<file path="src/hw/alu_params.svh">
`ifndef ALU_PARAMS_SVH
`define ALU_PARAMS_SVH
`define ALU_ALL_ONES 8'hff
`define ALU_ZERO_BYTE 8'h00
`define ALU_ONE_BYTE 8'h01
`define ALU_SIGN_BIT 7
`define ALU_HALF_BIT 3
`define ALU_WORD_SIGN_BIT 15
`define ALU_CYCLES_ONE 2'h1
`define ALU_CYCLES_TWO 2'h2
`define ALU_FLAGS_RESET 6'h00
`define FLAG_C 0
`define FLAG_Z 1
`define FLAG_N 2
`define FLAG_V 3
`define FLAG_S 4
`define FLAG_H 5
`endif

</file>
<file path="src/hw/alu_pkg.sv">
package alu_pkg;
    typedef enum logic [4:0] {
        add_op = 5'h00,
        add_with_carry_op = 5'h01,
        word_add_immediate_op = 5'h02,
        subtract_op = 5'h03,
        subtract_constant_op = 5'h04,
        subtract_with_borrow_op = 5'h05,
        subtract_constant_with_borrow_op = 5'h06,
        word_subtract_immediate_op = 5'h07,
        and_op = 5'h08,
        and_constant_op = 5'h09,
        or_op = 5'h0a,
        or_constant_op = 5'h0b,
        exclusive_or_op = 5'h0c,
        ones_complement_op = 5'h0d,
        twos_complement_op = 5'h0e,
        set_mask_bits_op = 5'h0f,
        clear_mask_bits_op = 5'h10,
        increment_op = 5'h11,
        decrement_op = 5'h12,
        zero_minus_check_op = 5'h13,
        clear_register_op = 5'h14,
        load_all_ones_op = 5'h15,
        unsigned_multiply_op = 5'h16,
        signed_multiply_op = 5'h17,
        mixed_sign_multiply_op = 5'h18,
        fractional_unsigned_multiply_op = 5'h19,
        fractional_signed_multiply_op = 5'h1a,
        fractional_mixed_multiply_op = 5'h1b
    } alu_op_type;

    typedef enum logic [1:0] {
        st_idle = 2'b00,
        st_second = 2'b01
    } alu_state_type;
endpackage : alu_pkg

</file>
<file path="src/hw/byte_alu.sv">
`timescale 1ns/1ps
`include "alu_params.svh"
// What this block does
// RQ1 - Add two registers without carry; flags Z C N V H; one clock.
// RQ2 - Add two registers plus carry; flags Z C N V H; one clock.
// RQ3 - Add constant to register pair; flags Z C N V S; two clocks.
// RQ4 - Subtract register or constant; flags Z C N V H; one clock.
// RQ5 - Subtract operand and carry; flags Z C N V H; one clock.
// RQ6 - Subtract constant from register pair; flags Z C N V S; two clocks.
// RQ7 - AND with register or constant; flags Z N V S only; one clock.
// RQ8 - OR with register or constant; flags Z N V S only; one clock.
// RQ9 - OR a constant mask into the register; flags Z N V; one clock.
// RQ10 - AND register with inverted mask; flags Z N V; one clock.
// RQ11 - AND register with itself unchanged; flags Z N V; one clock.
// RQ12 - Integer multiplies put product in lowest pair; flags Z C; two clocks.
// RQ13 - Fractional multiplies shift product left one; flags Z C; two clocks.
// RQ14 - Ones and twos complement in one clock with arithmetic flags.
// RQ15 - Increment and decrement in one clock; carry left unchanged.
// RQ16 - Exclusive OR, clear via self XOR, load all ones flagless; one clock.
module byte_alu (
    // Clock and reset.
    input wire logic clk_sys,
    input wire logic rst_n,
    // Request from the decoder.
    input wire logic op_valid,
    input wire alu_pkg::alu_op_type op_code,
    input wire logic [7:0] dest_val,
    input wire logic [7:0] src_val,
    input wire logic [7:0] dest_high_val,
    // Answer to the register file.
    output logic busy,
    output logic result_valid,
    output logic [7:0] result_low,
    output logic [7:0] result_high,
    output logic result_is_pair,
    output logic result_to_product,
    output logic [1:0] cycle_count,
    // Status flags.
    output logic [5:0] flags
);
    import alu_pkg::*;

    // ----------------------------------------
    // Byte operations.
    // ----------------------------------------
    wire logic carry_in = flags[`FLAG_C];
    wire logic is_sub = op_code inside {subtract_op, subtract_constant_op, subtract_with_borrow_op,
        subtract_constant_with_borrow_op, twos_complement_op};
    wire logic use_carry = op_code inside {add_with_carry_op, subtract_with_borrow_op,
        subtract_constant_with_borrow_op};
    wire logic [7:0] sub_a = (op_code == twos_complement_op) ? `ALU_ZERO_BYTE : dest_val;
    wire logic [7:0] sub_b = (op_code == twos_complement_op) ? dest_val : src_val;
    wire logic cin = use_carry & carry_in;
    wire logic [8:0] add_sum = {1'b0, dest_val} + {1'b0, src_val} + {8'h00, cin};
    wire logic [8:0] sub_diff = {1'b0, sub_a} - {1'b0, sub_b} - {8'h00, cin};
    wire logic [4:0] add_half = {1'b0, dest_val[3:0]} + {1'b0, src_val[3:0]} + {4'h0, cin};
    wire logic [4:0] sub_half = {1'b0, sub_a[3:0]} - {1'b0, sub_b[3:0]} - {4'h0, cin};
    wire logic [7:0] inc_val = dest_val + `ALU_ONE_BYTE;
    wire logic [7:0] dec_val = dest_val - `ALU_ONE_BYTE;
    wire logic [7:0] add_res = add_sum[7:0];
    wire logic [7:0] sub_res = sub_diff[7:0];
    wire logic add_ovf = (dest_val[`ALU_SIGN_BIT] == src_val[`ALU_SIGN_BIT]) &&
        (add_res[`ALU_SIGN_BIT] != dest_val[`ALU_SIGN_BIT]);
    wire logic sub_ovf = (sub_a[`ALU_SIGN_BIT] != sub_b[`ALU_SIGN_BIT]) &&
        (sub_res[`ALU_SIGN_BIT] != sub_a[`ALU_SIGN_BIT]);

    // ----------------------------------------
    // Word and multiply operations.
    // ----------------------------------------
    wire logic [15:0] pair_val = {dest_high_val, dest_val};
    wire logic [16:0] word_sum = {1'b0, pair_val} + {9'h000, src_val};
    wire logic [16:0] word_diff = {1'b0, pair_val} - {9'h000, src_val};
    wire logic is_word = (op_code == word_add_immediate_op) || (op_code == word_subtract_immediate_op);
    wire logic is_mul = op_code inside {unsigned_multiply_op, signed_multiply_op, mixed_sign_multiply_op,
        fractional_unsigned_multiply_op, fractional_signed_multiply_op, fractional_mixed_multiply_op};
    wire logic is_frac = op_code inside {fractional_unsigned_multiply_op, fractional_signed_multiply_op,
        fractional_mixed_multiply_op};
    wire logic a_signed = op_code inside {signed_multiply_op, mixed_sign_multiply_op,
        fractional_signed_multiply_op, fractional_mixed_multiply_op};
    wire logic b_signed = (op_code == signed_multiply_op) || (op_code == fractional_signed_multiply_op);
    wire logic signed [8:0] mul_a = {a_signed & dest_val[`ALU_SIGN_BIT], dest_val};
    wire logic signed [8:0] mul_b = {b_signed & src_val[`ALU_SIGN_BIT], src_val};
    wire logic signed [17:0] mul_full = mul_a * mul_b;
    wire logic [15:0] mul_raw = mul_full[15:0];
    wire logic [15:0] mul_prod = is_frac ? {mul_raw[14:0], 1'b0} : mul_raw;

    // ----------------------------------------
    // Result and flag selection.
    // ----------------------------------------
    logic [15:0] res_nxt;
    logic [5:0] flags_nxt;
    logic [7:0] r8;
    logic [15:0] r16;
    always_comb begin
        res_nxt = {8'h00, dest_val};
        flags_nxt = flags;
        r8 = dest_val;
        r16 = pair_val;
        unique case (op_code)
            add_op, add_with_carry_op: begin
                r8 = add_res; // [RQ1] [RQ2]
                flags_nxt[`FLAG_C] = add_sum[8];
                flags_nxt[`FLAG_H] = add_half[4];
                flags_nxt[`FLAG_V] = add_ovf;
            end
            subtract_op, subtract_constant_op, subtract_with_borrow_op, subtract_constant_with_borrow_op,
            twos_complement_op: begin
                r8 = sub_res; // [RQ4] [RQ5] [RQ14]
                flags_nxt[`FLAG_C] = sub_diff[8];
                flags_nxt[`FLAG_H] = sub_half[4];
                flags_nxt[`FLAG_V] = sub_ovf;
            end
            ones_complement_op: begin
                r8 = `ALU_ALL_ONES - dest_val; // [RQ14]
                flags_nxt[`FLAG_C] = 1'b1;
                flags_nxt[`FLAG_V] = 1'b0;
            end
            and_op, and_constant_op: begin
                r8 = dest_val & src_val; // [RQ7]
                flags_nxt[`FLAG_V] = 1'b0;
            end
            or_op, or_constant_op, set_mask_bits_op: begin
                r8 = dest_val | src_val; // [RQ8] [RQ9]
                flags_nxt[`FLAG_V] = 1'b0;
            end
            clear_mask_bits_op: begin
                r8 = dest_val & (`ALU_ALL_ONES - src_val); // [RQ10]
                flags_nxt[`FLAG_V] = 1'b0;
            end
            zero_minus_check_op: begin
                r8 = dest_val & dest_val; // [RQ11]
                flags_nxt[`FLAG_V] = 1'b0;
            end
            exclusive_or_op, clear_register_op: begin
                r8 = (op_code == clear_register_op) ? (dest_val ^ dest_val) : (dest_val ^ src_val); // [RQ16]
                flags_nxt[`FLAG_V] = 1'b0;
            end
            increment_op: begin
                r8 = inc_val; // [RQ15]
                flags_nxt[`FLAG_V] = (dest_val == 8'h7f);
            end
            decrement_op: begin
                r8 = dec_val; // [RQ15]
                flags_nxt[`FLAG_V] = (dest_val == 8'h80);
            end
            load_all_ones_op: r8 = `ALU_ALL_ONES; // [RQ16]
            word_add_immediate_op: begin
                r16 = word_sum[15:0]; // [RQ3]
                flags_nxt[`FLAG_C] = word_sum[16];
                flags_nxt[`FLAG_V] = ~pair_val[`ALU_WORD_SIGN_BIT] & r16[`ALU_WORD_SIGN_BIT];
            end
            word_subtract_immediate_op: begin
                r16 = word_diff[15:0]; // [RQ6]
                flags_nxt[`FLAG_C] = word_diff[16];
                flags_nxt[`FLAG_V] = pair_val[`ALU_WORD_SIGN_BIT] & ~r16[`ALU_WORD_SIGN_BIT];
            end
            default: begin
                r16 = mul_prod; // [RQ12] [RQ13]
                flags_nxt[`FLAG_C] = is_frac ? mul_raw[`ALU_WORD_SIGN_BIT] : mul_prod[`ALU_WORD_SIGN_BIT];
            end
        endcase
        if (is_word || is_mul) begin
            res_nxt = r16;
            flags_nxt[`FLAG_Z] = (r16 == 16'h0000);
            if (is_word) begin
                flags_nxt[`FLAG_N] = r16[`ALU_WORD_SIGN_BIT]; // [RQ3] [RQ6]
                flags_nxt[`FLAG_S] = flags_nxt[`FLAG_N] ^ flags_nxt[`FLAG_V];
            end
        end else begin
            res_nxt = {8'h00, r8};
            if (op_code != load_all_ones_op) begin
                flags_nxt[`FLAG_Z] = (r8 == `ALU_ZERO_BYTE);
                flags_nxt[`FLAG_N] = r8[`ALU_SIGN_BIT];
                flags_nxt[`FLAG_S] = flags_nxt[`FLAG_N] ^ flags_nxt[`FLAG_V];
            end
        end
    end

    // ----------------------------------------
    // Sequencing.
    // ----------------------------------------
    // Two-clock operations hold busy for one extra cycle so the decoder stalls.
    alu_state_type state_r;
    logic [15:0] hold_r;
    logic hold_pair_r;
    logic hold_prod_r;
    wire logic two_clock = is_word || is_mul;
    wire logic take = op_valid && (state_r == st_idle);
    assign busy = (state_r == st_second);

    always_ff @(posedge clk_sys) begin
        if (!rst_n) begin
            state_r <= st_idle;
            flags <= `ALU_FLAGS_RESET;
            hold_r <= 16'h0000;
            hold_pair_r <= 1'b0;
            hold_prod_r <= 1'b0;
            result_valid <= 1'b0;
            result_low <= `ALU_ZERO_BYTE;
            result_high <= `ALU_ZERO_BYTE;
            result_is_pair <= 1'b0;
            result_to_product <= 1'b0;
            cycle_count <= 2'h0;
        end else begin
            result_valid <= 1'b0;
            if (take) begin
                flags <= flags_nxt;
                hold_r <= res_nxt;
                hold_pair_r <= is_word;
                hold_prod_r <= is_mul;
                if (two_clock) begin
                    state_r <= st_second; // [RQ3] [RQ6] [RQ12] [RQ13]
                end else begin
                    result_valid <= 1'b1; // [RQ1]
                    result_low <= res_nxt[7:0];
                    result_high <= res_nxt[15:8];
                    result_is_pair <= 1'b0;
                    result_to_product <= 1'b0;
                    cycle_count <= `ALU_CYCLES_ONE;
                end
            end else if (state_r == st_second) begin
                state_r <= st_idle;
                result_valid <= 1'b1;
                result_low <= hold_r[7:0];
                result_high <= hold_r[15:8];
                result_is_pair <= hold_pair_r;
                result_to_product <= hold_prod_r;
                cycle_count <= `ALU_CYCLES_TWO;
            end
        end
    end
endmodule : byte_alu

</file>
<file path="config.mk">
export PLATFORM = sky130hd
export DESIGN_NAME = byte_alu
export DESIGN_NICKNAME = d
export VERILOG_FILES = /design/src/hw/alu_pkg.sv /design/src/hw/byte_alu.sv
export VERILOG_INCLUDE_DIRS = /design/src /design/src/hw
export SDC_FILE = /design/constraint.sdc
export NUM_CORES = 1
export LEC_CHECK = 0
export BUFFER_PORTS_ARGS = -buffer_cell sky130_fd_sc_hd__buf_2
export CORE_MARGIN = 2
export CORE_UTILIZATION = 50
export CTS_BUF_LIST = sky130_fd_sc_hd__clkbuf_4 sky130_fd_sc_hd__clkbuf_8
export CTS_CLUSTER_SIZE = 14
export DETAILED_ROUTE_END_ITERATION = 8
export GPL_TIMING_DRIVEN = 0
export MAX_ROUTING_LAYER = met4
export PLACE_DENSITY = 0.68
export SYNTH_ARGS = -nofsm -noshare
export SYNTH_HDL_FRONTEND = slang
export SYNTH_SLANG_ARGS = --single-unit
</file>
<file path="constraint.sdc">
create_clock -name clk_sys -period 13.3 [get_ports clk_sys]
set_input_delay 3.99 -clock clk_sys [delete_from_list [all_inputs] [get_ports clk_sys]]
set_output_delay 3.99 -clock clk_sys [all_outputs]
set_load 0.05 [all_outputs]
</file>
==> results.ini <==
[run_status]
status=finished, final reports clean

[setup_path]
start_kind=primary input
crit_path_end_kind=register
ff2ff_path_depth=14
path_common_cell=fa_1
crit_type=in2reg
crit_required_ps=13550
worstPathMaxFanout=10
slowest_stage=buf_1
crit_start=op_code[0]
rr_startpoint=flags[0]
rr_endpoint=result_low[4]
slowest_delay_ps=660
r2r_slack_ps=9720
critPathCapture=flags[1]
arrival_ps=12530

[sta]
tightest_slew_ps=1280
grt_setup_unrepaired=no
fin_worst_skew_ps=12.1
drv_slew=0
hold_viol_final=0
setup_viol_count_final=0
fmax_mhz=81.4
relSlewSlack_pct=13.9
post-route-period-util_pct=92.3
tns_ps=0
final.min_clock_period_ps=12280

[floorplanning]
rows=47
fp.dieH_um=133
dieArea_mm2=0.0178
dieWidth_um=133
core-area_mm2=0.0165
io_pins=60
start_util_pct=50.8

[synthesis]
synth.distinct_cells=76
synth_edf_count=0
yosysWarnings=0
synthTopCellsByArea=fa_1 (17%), ha_1 (12%), dfxtp_1 (11%)
ys_seq_area_share_pct=11.0
syn_avg_cell_area_um2=7.33
synth_top_cell_area_share_pct=16.8
dominantRegCellSynth=dfxtp_1
ys_ff_latch=46
syn_area_mm2=0.00836
synth_cells=1141
synthTopCellsByCount=nor2_1 (134), inv_1 (126), nand2_1 (121), ha_1 (77), a21oi_1 (74)
synthArstFlopShare_pct=0
synth_top_area_cell=fa_1
syn-num-nets=1320
synth_most_common_cell=nor2_1

[route]
drt_first_pass_iters=6
vias=8895
wirelength_mm=31.1
viasPerCell=6.25
wire_per_inst_um=21.9
drc=0
ant_nets=0
drtIter0Drc=933

[grt]
antenna_found_initial=0
grt_max_degree=15
first_global_vias=8555
grtUsageTotal_pct=36.4
grt_pass1_wl_mm=48.5
grt-ovfl-total=0

[pwr]
p_leak_nw=4.08
p_comb_share_pct=71.6
p_int_mw=0.443
p_per_area_mw_per_mm2=101
pwr-share-seq_pct=16.6
clock_power_share_pct=11.8
swShare_pct=51.3
peakVddDrop_mv=0.0982
p_sw_mw=0.467

[clocking]
clock_sinks=46
clk_path_buf_depth=2
ctsResizeCount=0
cts_tree=yes
post_cts_buffers=0
insertion_delay_ps=310
clk_pin_slew_worst_paths_ps=80
cts.hold.buffers_added=0
clockRootBuffer=clkbuf_8
htreeDepth=2
cts-buffers-inserted=5

[final_layout]
seqCellArea_um2=921
num_antenna_cells=0
design_area_mm2=0.00903
fill_cells=1678
syn_to_final_growth_pct=7.95
layout.nets=1382
multi_input_area_mm2=0.00671
finish.utilization_pct=54.8
drive_above_1_share_pct=6.56

[place]
hpwlAfterDp_mm=25.1
globalplace.congestion=1.02
port_buffers=55
dpl-instance-area_mm2=0.00891

[job]
cap_violations=0

[worst_hold_path]
hold_path.class=reg2reg

==> state kept, by name (all words and copies together), names as in the netlist <==
register,count
flags,6
result_is_pair,1
result_low,8
state_r,1
hold_r,16
result_high,8
hold_pair_r,1
result_to_product,1
hold_prod_r,1
result_valid,1
cycle_count,2
==> logic make-up after synthesis <==
kind of cell / share of synthesized area (%)
xor+xnor: 4.04
buf+inv: 8.77
simple gates: 23.4
compound gates: 22.2
mux: 2.21
flops: 11.0
fa+ha+maj: 28.4
==> per-layer routing <==
| layer | routed length (um) | vias to the layer above | global-route usage, % |
|---|---|---|---|
| li1 | - | 4065 | - |
| met1 | 13300 | 4254 | 49.3 |
| met2 | 13600 | 488 | 54.3 |
| met3 | 3110 | 88 | 7.53 |
| met4 | 1160 | 0 | 12.8 |
| met5 | 0 | - | - |
==> worst min path at each step <==
stage / cells after the start / start / slack, ps / endpoint
after floorplan: 2 / hold_r[11] / 430 / hold_r[11]
after global placement: 2 / result_low[3] / 440 / result_low[3]
after detailed placement: 2 / result_low[4] / 450 / result_low[4]
after CTS: 2 / hold_r[14] / 460 / hold_r[14]
after global routing: 2 / result_low[4] / 480 / result_low[4]
final: 2 / result_low[3] / 460 / result_low[3]
==> per-stage QoR <==
stage	total power [mW]	setup WS [ps]	hold WS (ps)	cells
global route	0.982	771	483	1424
CTS	0.905	1230	460	1424
detailed placement	0.794	899	447	1416
global placement	0.789	845	442	1416
finish	0.910	1020	460	1424
floorplan	0.604	2740	432	1141
==> power by group through the flow <==
stage                     clock network (mW)  logic [mW]  registers (mW)
after global routing                   0.113       0.717           0.152
after detailed placement                   0       0.641           0.154
after floorplan                            0       0.435           0.169
after CTS                              0.108       0.646           0.151
final                                  0.108       0.652           0.151
after global placement                     0       0.635           0.154
==> cells in the final DEF (no fill, tap or decap), drive strengths merged, types with 9 or more instances in the layout <==
| master | instances |
|---|---|
| nor2 | 134 |
| inv | 128 |
| nand2 | 121 |
| ha | 77 |
| a21oi | 74 |
| fa | 70 |
| buf | 62 |
| o21ai | 59 |
| clkbuf | 57 |
| dfxtp | 46 |
| nand3 | 31 |
| xnor2 | 27 |
| nor3 | 26 |
| nor2b | 16 |
| nand2b | 16 |
| and3 | 16 |
| o22ai | 15 |
| mux2i | 14 |
| a22oi | 13 |
| and2 | 12 |
| a211oi | 11 |
| o221ai | 10 |
| xor2 | 9 |
==> final cells by class <==
| class | instances | area share (%) |
|---|---|---|
| buffer | 58 | 2.51 |
| clock buffer | 6 | 0.846 |
| clock inverter | 2 | 0.416 |
| inverter | 135 | 5.61 |
| multi-input combinational | 902 | 74.3 |
| sequential | 46 | 10.2 |
| tap | 220 | 3.05 |
| timing repair buffer | 55 | 3.05 |
==> worst max-delay path, delay by kind of cell <==
kind / cells / cell delay (ps)
buffers and inverters: 7 / 1910
AND/OR/NAND/NOR: 8 / 2540
adder cells (fa/ha/maj): 6 / 3020
AO/OA/AOI/OAI: 4 / 780
XOR/XNOR: 1 / 250
No activity file was read; power rests on OpenSTA's default activity.
